`src/rtl/tlvi_pkg.sv`:
```
// constants, types and vector table of the two-level vectored interrupt unit
//
// Notes on behaviour
// - seven request sources, two priority levels
// - disabled source never armed for a call; one armed earlier still fires unless a poll precedes the boundary
// - pin0 0003h, timer0 000Bh, pin1 0013h
// - timer1 001Bh, two-wire port 003Bh
// - uart pair 0023h, timer2 pair 002Bh
// - same level: fixed order pin0 first, two-wire last
// - running service preempted only by higher level
// - no call during equal or higher service
// - return from service releases the active level
// - flags set whether or not enabled
// - flags sampled once per machine cycle, then polled
// - long call forced on the following instruction cycle
// - master gate bit 7 blocks or allows all
// - main enables: bits 5..0 per source
// - second enable bit 1: two-wire port
// - main levels same positions, 1 is high
// - second level bit 1: two-wire port level
package tlvi_pkg;
  localparam int NSRC = 7;
  localparam int ADDR_W = 10;
  localparam logic [7:0] IDX_ENA_MAIN = 8'ha8;
  localparam logic [7:0] IDX_ENA_EXT = 8'ha9;
  localparam logic [7:0] IDX_LVL_MAIN = 8'hb8;
  localparam logic [7:0] IDX_LVL_EXT = 8'hb9;
  localparam logic [7:0] IDX_STATUS = 8'hba;
  localparam logic [7:0] IDX_SAMPLES = 8'hbb;
  localparam logic [7:0] REG_RESET = 8'h00;
  localparam int MASTER_BIT = 7;
  localparam int EXT_BIT = 1;
  localparam logic [7:0] MAIN_MASK = 8'hbf;
  localparam logic [7:0] LVL_MASK = 8'h3f;
  localparam logic [7:0] EXT_MASK = 8'h02;
  localparam logic [15:0] VEC_PIN0 = 16'h0003;
  localparam logic [15:0] VEC_TIMER0 = 16'h000b;
  localparam logic [15:0] VEC_PIN1 = 16'h0013;
  localparam logic [15:0] VEC_TIMER1 = 16'h001b;
  localparam logic [15:0] VEC_UART = 16'h0023;
  localparam logic [15:0] VEC_TIMER2 = 16'h002b;
  localparam logic [15:0] VEC_TWOWIRE = 16'h003b;
  typedef logic [2:0] tlvi_src_t;
  typedef enum {TLVI_IDLE, TLVI_ARMED} tlvi_state_e;

  function automatic logic [15:0] tlvi_vector(input tlvi_src_t s);
    case (s)
      3'h0: return VEC_PIN0;
      3'h1: return VEC_TIMER0;
      3'h2: return VEC_PIN1;
      3'h3: return VEC_TIMER1;
      3'h4: return VEC_UART;
      3'h5: return VEC_TIMER2;
      default: return VEC_TWOWIRE;
    endcase
  endfunction : tlvi_vector
endpackage : tlvi_pkg

```
`src/rtl/tlvi_req_if.sv`:
```
// carrier between the unit, its flag sampler and its arbiter
`timescale 1ns/1ps
`default_nettype none
interface tlvi_req_if;
  logic [6:0] sample;
  logic [6:0] enable;
  logic [6:0] high;
  logic win_valid;
  logic [2:0] win_src;
  logic win_high;
  modport smp (output sample);
  modport arb (input sample, input enable, input high,
    output win_valid, output win_src, output win_high);
  modport core (input sample, output enable, output high,
    input win_valid, input win_src, input win_high);
endinterface : tlvi_req_if
`default_nettype wire

```
`src/rtl/tlvi_sampler.sv`:
```
// once-per-machine-cycle sampling of the peripheral request flags
`timescale 1ns/1ps
`default_nettype none
module tlvi_sampler
(
  input wire logic clk,
  input wire logic rstn,
  input wire logic strobe,
  input wire logic [8:0] flags,
  tlvi_req_if.smp req
);
  import tlvi_pkg::*;
  logic [6:0] sample_reg;
  logic [6:0] sample_next;

  // flags arrive unqualified by enables, so a disabled source is still seen
  always_comb
  begin
    sample_next = {flags[8], flags[7] | flags[6], flags[5] | flags[4], flags[3:0]};
  end

  always_ff @(posedge clk)
  begin
    if (!rstn)
    begin
      sample_reg <= 7'h00;
    end
    else if (strobe)
    begin
      sample_reg <= sample_next;
    end
  end

  assign req.sample = sample_reg;
endmodule : tlvi_sampler
`default_nettype wire

```
`src/rtl/tlvi_arb.sv`:
```
// two-level fixed-order pick among sampled, enabled requests
`timescale 1ns/1ps
`default_nettype none
module tlvi_arb
(
  tlvi_req_if.arb req
);
  import tlvi_pkg::*;
  logic [6:0] hi_pend;
  logic [6:0] lo_pend;

  // lowest index wins: pin0 first, two-wire port last
  function automatic tlvi_src_t first_set(input logic [6:0] v);
    tlvi_src_t r;
    r = 3'h0;
    for (int i = NSRC - 1; i >= 0; i--)
    begin
      if (v[i])
      begin
        r = 3'(i);
      end
    end
    return r;
  endfunction : first_set

  always_comb
  begin
    hi_pend = req.sample & req.enable & req.high;
    lo_pend = req.sample & req.enable & ~req.high;
    req.win_valid = |(hi_pend | lo_pend);
    req.win_high = |hi_pend;
    req.win_src = (|hi_pend) ? first_set(hi_pend) : first_set(lo_pend);
  end
endmodule : tlvi_arb
`default_nettype wire

```
`src/rtl/tlvi_unit.sv`:
```
// top of the two-level vectored interrupt unit with its register slave
`timescale 1ns/1ps
`default_nettype none
module tlvi_unit
(
  input wire logic CLK,
  input wire logic RSTN,
  input wire logic [tlvi_pkg::ADDR_W-1:0] ADDRESS,
  input wire logic READ,
  input wire logic WRITE,
  input wire logic [31:0] WRITEDATA,
  input wire logic [3:0] BYTEENABLE,
  output logic [31:0] READDATA,
  output logic WAITREQUEST,
  input wire logic PIN0_REQUEST_FLAG,
  input wire logic TIMER0_OVERFLOW_FLAG,
  input wire logic PIN1_REQUEST_FLAG,
  input wire logic TIMER1_OVERFLOW_FLAG,
  input wire logic RX_DONE_FLAG,
  input wire logic TX_DONE_FLAG,
  input wire logic TIMER2_OVERFLOW_FLAG,
  input wire logic TIMER2_EXTERNAL_FLAG,
  input wire logic TWO_WIRE_PORT_FLAG,
  input wire logic MACHINE_CYCLE,
  input wire logic INSTR_BOUNDARY,
  input wire logic RETURN_FROM_SERVICE,
  output logic LONG_CALL,
  output logic [15:0] VECTOR,
  output logic [6:0] SOURCE_ACK,
  output logic IN_SERVICE_HIGH,
  output logic IN_SERVICE_LOW
);
  import tlvi_pkg::*;

  // ==========================================================
  // declarations
  tlvi_req_if req ();
  logic [7:0] ena_main_reg;
  logic [7:0] ena_ext_reg;
  logic [7:0] lvl_main_reg;
  logic [7:0] lvl_ext_reg;
  logic wait_reg;
  logic [31:0] rdata_reg;
  logic [31:0] rdata_next;
  logic poll_reg;
  tlvi_state_e state_reg;
  tlvi_state_e state_next;
  tlvi_src_t pend_src_reg;
  logic pend_high_reg;
  logic ins_hi_reg;
  logic ins_lo_reg;
  logic ins_hi_next;
  logic ins_lo_next;
  logic call_reg;
  logic [15:0] vector_reg;
  logic [6:0] ack_reg;
  tlvi_src_t last_src_reg;
  logic bus_req;
  logic bus_take;
  logic bus_wr;
  logic [7:0] idx;
  logic allowed;
  logic fire;

  // ==========================================================
  // flag sampling and arbitration
  tlvi_sampler u_sampler
  (
    .clk(CLK),
    .rstn(RSTN),
    .strobe(MACHINE_CYCLE),
    .flags({TWO_WIRE_PORT_FLAG, TIMER2_EXTERNAL_FLAG, TIMER2_OVERFLOW_FLAG,
      TX_DONE_FLAG, RX_DONE_FLAG, TIMER1_OVERFLOW_FLAG, PIN1_REQUEST_FLAG,
      TIMER0_OVERFLOW_FLAG, PIN0_REQUEST_FLAG}),
    .req(req.smp)
  );

  tlvi_arb u_arb
  (
    .req(req.arb)
  );

  // the master gate folds into every per-source enable
  always_comb
  begin
    req.enable = ena_main_reg[MASTER_BIT] ?
      {ena_ext_reg[EXT_BIT], ena_main_reg[5:0]} : 7'h00;
    req.high = {lvl_ext_reg[EXT_BIT], lvl_main_reg[5:0]};
  end

  // ==========================================================
  // register slave
  // one wait cycle per access; read data is taken on the edge that drops the wait, a write one edge later
  always_comb
  begin
    bus_req = READ | WRITE;
    bus_take = bus_req & ~wait_reg;
    bus_wr = WRITE & bus_take & BYTEENABLE[0];
    idx = ADDRESS[ADDR_W-1:2];
  end

  always_ff @(posedge CLK)
  begin
    if (!RSTN)
    begin
      wait_reg <= 1'b1;
    end
    else
    begin
      wait_reg <= ~(bus_req & wait_reg);
    end
  end

  always_comb
  begin
    rdata_next = 32'h0000_0000;
    case (idx)
      IDX_ENA_MAIN: rdata_next[7:0] = ena_main_reg;
      IDX_ENA_EXT: rdata_next[7:0] = ena_ext_reg;
      IDX_LVL_MAIN: rdata_next[7:0] = lvl_main_reg;
      IDX_LVL_EXT: rdata_next[7:0] = lvl_ext_reg;
      IDX_STATUS:
      begin
        rdata_next[0] = ins_lo_reg;
        rdata_next[1] = ins_hi_reg;
        rdata_next[2] = (state_reg == TLVI_ARMED);
        rdata_next[6:4] = last_src_reg;
      end
      IDX_SAMPLES: rdata_next[6:0] = req.sample;
      default: rdata_next = 32'h0000_0000;
    endcase
  end

  always_ff @(posedge CLK)
  begin
    if (!RSTN)
    begin
      rdata_reg <= 32'h0000_0000;
    end
    else if (READ & wait_reg)
    begin
      rdata_reg <= rdata_next;
    end
  end

  // reserved bits are masked so they always read zero
  always_ff @(posedge CLK)
  begin
    if (!RSTN)
    begin
      ena_main_reg <= REG_RESET;
      ena_ext_reg <= REG_RESET;
      lvl_main_reg <= REG_RESET;
      lvl_ext_reg <= REG_RESET;
    end
    else if (bus_wr)
    begin
      case (idx)
        IDX_ENA_MAIN: ena_main_reg <= WRITEDATA[7:0] & MAIN_MASK;
        IDX_ENA_EXT: ena_ext_reg <= WRITEDATA[7:0] & EXT_MASK;
        IDX_LVL_MAIN: lvl_main_reg <= WRITEDATA[7:0] & LVL_MASK;
        IDX_LVL_EXT: lvl_ext_reg <= WRITEDATA[7:0] & EXT_MASK;
        default:
        begin
        end
      endcase
    end
  end

  // ==========================================================
  // poll and call sequencing
  // polling one cycle after the sample gives the arbiter settled inputs
  always_ff @(posedge CLK)
  begin
    if (!RSTN)
    begin
      poll_reg <= 1'b0;
    end
    else
    begin
      poll_reg <= MACHINE_CYCLE;
    end
  end

  always_comb
  begin
    allowed = req.win_valid & ~ins_hi_reg & (req.win_high | ~ins_lo_reg);
    fire = (state_reg == TLVI_ARMED) & INSTR_BOUNDARY;
  end

  // a poll that finds nothing callable withdraws a waiting call,
  // so clearing an enable or the gate stops it if a poll comes before the boundary
  always_comb
  begin
    state_next = state_reg;
    case (state_reg)
      TLVI_IDLE:
      begin
        if (poll_reg & allowed)
        begin
          state_next = TLVI_ARMED;
        end
      end
      TLVI_ARMED:
      begin
        if (fire)
        begin
          state_next = TLVI_IDLE;
        end
        else if (poll_reg & ~allowed)
        begin
          state_next = TLVI_IDLE;
        end
      end
      default: state_next = TLVI_IDLE;
    endcase
  end

  always_ff @(posedge CLK)
  begin
    if (!RSTN)
    begin
      state_reg <= TLVI_IDLE;
    end
    else
    begin
      state_reg <= state_next;
    end
  end

  // a later poll may replace the waiting winner with a better one
  always_ff @(posedge CLK)
  begin
    if (!RSTN)
    begin
      pend_src_reg <= 3'h0;
      pend_high_reg <= 1'b0;
    end
    else if (poll_reg & allowed & ~fire)
    begin
      pend_src_reg <= req.win_src;
      pend_high_reg <= req.win_high;
    end
  end

  // ==========================================================
  // in-service markers
  // the clear is applied first so a call on the same edge still sets
  always_comb
  begin
    ins_hi_next = ins_hi_reg;
    ins_lo_next = ins_lo_reg;
    if (RETURN_FROM_SERVICE)
    begin
      if (ins_hi_reg)
      begin
        ins_hi_next = 1'b0;
      end
      else
      begin
        ins_lo_next = 1'b0;
      end
    end
    if (fire)
    begin
      if (pend_high_reg)
      begin
        ins_hi_next = 1'b1;
      end
      else
      begin
        ins_lo_next = 1'b1;
      end
    end
  end

  always_ff @(posedge CLK)
  begin
    if (!RSTN)
    begin
      ins_hi_reg <= 1'b0;
      ins_lo_reg <= 1'b0;
    end
    else
    begin
      ins_hi_reg <= ins_hi_next;
      ins_lo_reg <= ins_lo_next;
    end
  end

  // ==========================================================
  // call outputs toward the core and the peripherals
  always_ff @(posedge CLK)
  begin
    if (!RSTN)
    begin
      call_reg <= 1'b0;
    end
    else
    begin
      call_reg <= fire;
    end
  end

  // the ack lets a peripheral clear its own flag, so it must be one-hot
  always_ff @(posedge CLK)
  begin
    if (!RSTN)
    begin
      ack_reg <= 7'h00;
    end
    else
    begin
      ack_reg <= fire ? 7'(7'h01 << pend_src_reg) : 7'h00;
    end
  end

  // the vector stays on the port until the next call
  always_ff @(posedge CLK)
  begin
    if (!RSTN)
    begin
      vector_reg <= 16'h0000;
      last_src_reg <= 3'h0;
    end
    else if (fire)
    begin
      vector_reg <= tlvi_vector(pend_src_reg);
      last_src_reg <= pend_src_reg;
    end
  end

  // ==========================================================
  // output drive
  assign READDATA = rdata_reg;
  assign WAITREQUEST = wait_reg;
  assign LONG_CALL = call_reg;
  assign VECTOR = vector_reg;
  assign SOURCE_ACK = ack_reg;
  assign IN_SERVICE_HIGH = ins_hi_reg;
  assign IN_SERVICE_LOW = ins_lo_reg;
endmodule : tlvi_unit
`default_nettype wire

```
`config.mk`:
```
export PLATFORM = sky130hd
export DESIGN_NAME = tlvi_unit
export DESIGN_NICKNAME = d
export VERILOG_FILES = /design/src/rtl/tlvi_pkg.sv /design/src/rtl/tlvi_req_if.sv /design/src/rtl/tlvi_sampler.sv /design/src/rtl/tlvi_arb.sv /design/src/rtl/tlvi_unit.sv
export SDC_FILE = /design/constraint.sdc
export NUM_CORES = 1
export LEC_CHECK = 0
export BUFFER_PORTS_ARGS = -buffer_cell sky130_fd_sc_hd__buf_2
export CELL_PAD_IN_SITES_DETAIL_PLACEMENT = 0
export CELL_PAD_IN_SITES_GLOBAL_PLACEMENT = 1
export CORE_ASPECT_RATIO = 1.2
export CORE_MARGIN = 2
export CORE_UTILIZATION = 37
export CTS_CLUSTER_SIZE = 10
export DETAILED_ROUTE_END_ITERATION = 10
export HOLD_SLACK_MARGIN = 0.05
export PLACE_DENSITY_LB_ADDON = 0.05
export SETUP_SLACK_MARGIN = 0.15
export SLEW_MARGIN = 10
export SYNTH_ARGS = -nofsm -noshare
export SYNTH_HDL_FRONTEND = slang
export SYNTH_HIERARCHICAL = 1
export SYNTH_SLANG_ARGS = --single-unit
```
`constraint.sdc`:
```
create_clock -name CLK -period 4.3 [get_ports CLK]
set_input_delay 0.86 -clock CLK [delete_from_list [all_inputs] [get_ports CLK]]
set_output_delay 0.86 -clock CLK [all_outputs]
set_load 0.05 [all_outputs]
```
# Word-level counts from Yosys, hierarchy flattened
# Index checks and enable logic that the tools add are counted.
classes:
  n_eq_ne: 15
  shift: 1
  muxes: 32
  n_bitwise: 26
  n_reduce_logical: 10
op_table:
  columns: ["op", "count"]
  rows:
  - ["$mux W32", 3]
  - ["$pmux W32 S2", 1]
  - ["$eq A8 B8 Y1 const B", 6]
  - ["$mux W3", 15]
  - ["$pmux W6 S6", 1]
  - ["$eq A32 B1 Y1 const B", 1]
  - ["$eq A32 B2 Y1 const B", 1]
  - ["$logic_not A32 Y1", 1]
  - ["$and A7 B7 Y7", 3]
  - ["$pmux W3 S6", 1]
  - ["$reduce_or A7 Y1", 2]
  - ["$pmux W3 S4", 1]
  - ["$reduce_and A2 Y1", 6]
  - ["$and A1 B1 Y1", 11]
  - ["$mux W1", 8]
  - ["$mux W7", 1]
  - ["$not A7 Y7", 1]
  - ["$or A7 B7 Y7", 1]
  - ["$shl A1 B3 Y7 const A", 1]
  - ["$eq A3 B2 Y1 const B", 2]
  - ["$eq A3 B3 Y1 const B", 2]
  - ["$not A1 Y1", 6]
  - ["$or A1 B1 Y1", 4]
  - ["$eq A3 B1 Y1 const B", 1]
  - ["other kinds (4)", 4]
totals:
  ff_bits: 97
  inputBits: 62
  word_cells: 101

# Logic depth before layout (Yosys ltp)
logic_depth:
  word_depth: 12
  depth_mapped: 9

# Hierarchy
# The synthesis kept the hierarchy.
modules_own_cells:
  columns: ["mod", "n_inst", "cells_each", "area_per_inst_um2"]
  rows:
  - ["tlvi_unit", 1, 251, 2327.2]
  - ["tlvi_arb", 1, 42, 276.5]
  - ["tlvi_sampler", 1, 24, 260.2]

# Least setup slack after synthesis
# No wires, ideal clock.
synth_path:
  kind: "input port to flip-flop"
  start: "input port ADDRESS[8] in the netlist's numbering"
  end: "register rdata_reg[2], in the netlist READDATA[2]"
  setup_ns: 0.122
  t_arrival_ns: 1.847
  required_time_ns: 4.178
  setup_slack_ns: 2.332
  stages: 5
  path_buffers: 1
  path_cell_list: "and2b_2 > and4_4 > buf_6 > and4_4 > a221o_1"
synth_between:
  elab_chain_len: 2
  word_cells_on_any_way: 7
synth_lines:
  columns: ["item", "line_no", "source"]
  rows:
  - ["start: declaration", "tlvi_unit.sv:8", "input wire logic [tlvi_pkg::ADDR_W-1:0] ADDRESS,"]
  - ["$eq A8 B8 Y1 (on tied branches)", null, null]
  - ["$pmux W3 S6 (*)", "tlvi_unit.sv:117", "case (idx)"]
  - ["end signal: assignment", "tlvi_unit.sv:142", "rdata_reg <= rdata_next;"]
  - ["end: declaration", "tlvi_unit.sv:43", "logic [31:0] rdata_reg;"]
# Mark *: on every way between the ends. The rest lies on a longest branch, timed or not.
# A chain may end at the register's enable or synchronous reset.

# Worst setup path after layout
layout_path:
  start: "register ena_main_reg[7]"
  end: "register pend_src_reg[1]"
layout_between:
  word_cells_on_any_way: 27
layout_lines:
  columns: ["item", "line_no", "source"]
  rows:
  - ["start: declaration", "tlvi_unit.sv:38", "logic [7:0] ena_main_reg;"]
  - ["start signal: assignment", "tlvi_unit.sv:159", "IDX_ENA_MAIN: ena_main_reg <= WRITEDATA[7:0] & MAIN_MASK;"]
  - ["$mux W7 (*)", "tlvi_unit.sv:86", "req.enable = ena_main_reg[MASTER_BIT] ?"]
  - ["via req.enable[5]", "tlvi_req_if.sv:6", "logic [6:0] enable;"]
  - ["$and A7 B7 Y7 (*) (2 in series)", "tlvi_arb.sv:28", "hi_pend = req.sample & req.enable & req.high;"]
  - ["$reduce_or A7 Y1 (*)", "tlvi_arb.sv:31", "req.win_high = |hi_pend;"]
  - ["via req.win_high", "tlvi_req_if.sv:10", "logic win_high;"]
  - ["$or A1 B1 Y1", "tlvi_unit.sv:187", "allowed = req.win_valid & ~ins_hi_reg & (req.win_high | ~ins_lo_reg);"]
  - ["$and A1 B1 Y1", "tlvi_unit.sv:187", null]
  - ["$and A1 B1 Y1 (2 in series)", "tlvi_unit.sv:239", "else if (poll_reg & allowed & ~fire)"]
  - ["end signal: assignment", "tlvi_unit.sv:241", "pend_src_reg <= req.win_src;"]
  - ["end: declaration", "tlvi_unit.sv:48", "tlvi_src_t pend_src_reg;"]
# Mark *: on every way through the listed nets, which the timed path passes. The rest lies on a longest branch.

==> results.toml <==
[run_status]
status = "completed"

[finish]
final_area_um2 = 3190
syn_to_final_growth_pct = 11.5
post-route-util = 0.422
nNetsFinal = 427
layout.cells.non_filler = 458
final_common_cell = "buf_2"
nFillCells = 795
largest_reg_flops = 8
num_antenna_cells = 0
drive_gt1_frac = 0.210
layout_common_cells = "55 x buf_2, 54 x dfxtp_1, 41 x nand2_1, 35 x conb_1, 32 x mux2i_1"

[clocking]
clock_path_buffers = 2
cts_resized = 0
cts-buffers-inserted = 5
cts_tree = "yes"
postCtsSetupBuffers = 0
clock_latency_ns = 0.31
clkTransAtPathRegs_ns = 0.10
cts_sinks = 54
cts_hold_buffers = 0
root_buffer = "clkbuf_8"
cts_max_level = 2

[grt]
antenna_found_initial = 0
groute.usage.overall = 0.155
grt_pass1_vias = 2113
grt_pass1_wl_mm = 10.5
grt_start_max_net_pins = 29
grt-ovfl-total = 0

[placement]
routabilityCongestion = 0.782
io_buffer_count = 55
dpl.hpwl_mm = 5.01
dp.cells = 450
place_area_um2 = 3050

[timing]
skew_ns = 0.00489
hold_viol_final = 0
rsz0062_at_grt = "false"
fmax_mhz = 471
fin_crit_sh = 0.493
fin_crit_ns = 2.12
slew_viol_final = 0
tns_ns = 0
finalSetupViolCount = 0

[critical_path]
arrival_ns = 2.33
crit_type = "reg2reg"
critPathMaxFanout = 9
cp_slowest_stage_delay_ns = 0.41
startpoint_type = "register"
endpoint_kind = "register"
r2r_start = "ena_main_reg[7]"
r2r_cells = 9
rrSetupSlack_ns = 2.18
crit_family = "simple AND/OR/NAND/NOR gates"
slowest_stage = "dfxtp_1"
critPathBufInv = 1
rr_endpoint = "pend_src_reg[1]"
worstSetupEndpoint = "pend_src_reg[1]"
cp_data_required_time_ns = 4.50
worstPathCellList = "and2_1, and3_4, a31oi_4, nor4b_4, inv_1, nand2b_1, nand4_1, mux2i_1, nor2b_1"
timing.critical_path.from = "ena_main_reg[7]"
cp.depth = 9

[job]
maxCapViolCount = 0

[power]
p_leak_nw = 1.49
pwr_density_cell_nw_per_um2 = 336
vdd_ir_drop_max_v = 0.000154

[logic_synthesis]
yosys_warnings = 6
synth_edf_count = 0
synth_seq_cells = 54
synth-async-reset-ratio = 0
synth_cell_type_count = 56
synth_area_um2 = 2860
syn_area_per_cell_um2 = 9.03
ys.flop_type = "dfxtp_1"
ys_seq_area_frac = 0.377
syn_inst = 317

[die]
die_area_um2 = 8460
ios = 121
die-height_um = 100
core_region_area_um2 = 7580
rows = 35
die_x_um = 84.3
start_util = 0.378

[detailed_routing]
routedWlPerCell_um = 14.1
dr.pass1.iters = 4
wirelength_mm = 6.45
drc = 0
first_iter_violations = 84
vias = 2247
ant_nets = 0
vias_per_cell = 4.91

[worst_hold_path]
hold_path_class = "reg2reg"
[power by group]
group          internal, mW  switching [mW]
Combinational        0.0287           0.110
Sequential            0.507          0.0100
Clock                 0.248           0.170
[routing by layer]
metal	wire length [um]	global-route usage	up-vias	share of wire
met5	0	0	-	0
met4	87	0.0509	0	0.013
met3	207	0.0255	10	0.032
met2	3280	0.283	52	0.51
met1	2880	0.185	1051	0.45
li1	-	-	1134	-
[worst min-delay path by stage]
stage / startpoint / to / cells after the start / slack (ns)
floorplan: last_src_reg[0] / last_src_reg[0] / 2 / 0.43
finish: READDATA[7] / READDATA[7] / 2 / 0.46
global route: READDATA[7] / READDATA[7] / 2 / 0.48
global placement: READDATA[7] / READDATA[7] / 2 / 0.44
CTS: READDATA[7] / READDATA[7] / 2 / 0.46
detailed placement: WAITREQUEST / WAITREQUEST / 1 / 0.44
[cell type report]
type	instances	area, um2	share of cell area
clock buffer	6	82.6	0.0259
clock inverter	2	60.1	0.0188
inverter	4	15.0	0.00470
multi-input combinational	244	1560	0.488
sequential	54	1080	0.338
tap	92	115	0.0360
timing repair buffer	56	283	0.0885
[synthesized netlist by cell type (4+ instances only)]
master / count / area share
nand2b_1: 4 / 0.0087
o21ai_0: 8 / 0.014
nand2_1: 41 / 0.054
nor3_1: 7 / 0.012
clkbuf_1: 8 / 0.010
nand3_1: 6 / 0.010
a21boi_1: 6 / 0.016
nor2_1: 11 / 0.014
a21oi_1: 5 / 0.0087
inv_1: 4 / 0.0052
dfxtp_1: 54 / 0.38
nor2b_1: 18 / 0.039
nand4_1: 4 / 0.0087
and2_1: 13 / 0.028
buf_4: 36 / 0.094
mux2i_1: 32 / 0.11
[kinds of logic after synthesis]
logic type,count (synthesis),share of synthesized area
AND/OR/NAND/NOR,124,0.242
flip-flops,54,0.377
buffers and inverters,53,0.123
AO/OA/AOI/OAI,51,0.136
multiplexers,34,0.120
other,1,0.00131
[tightest hold or removal path, stage by stage, from the launching register on]
cell	delay [ns]
dfxtp_1	0.32
nand2_1	0.05
a21boi_1	0.05
[through the flow]
step           total power [mW]  setup WS [ns]  hold WS [ns]
3_5_place_dp              0.668           2.10         0.441
5_1_grt                    1.12           2.00         0.476
3_3_place_gp              0.667           2.11         0.443
4_1_cts                    1.09           2.17         0.460
2_1_floorplan             0.663           2.33         0.434
6_report                   1.07           2.18         0.456
Note: power is estimated with default switching activity, not from simulation.
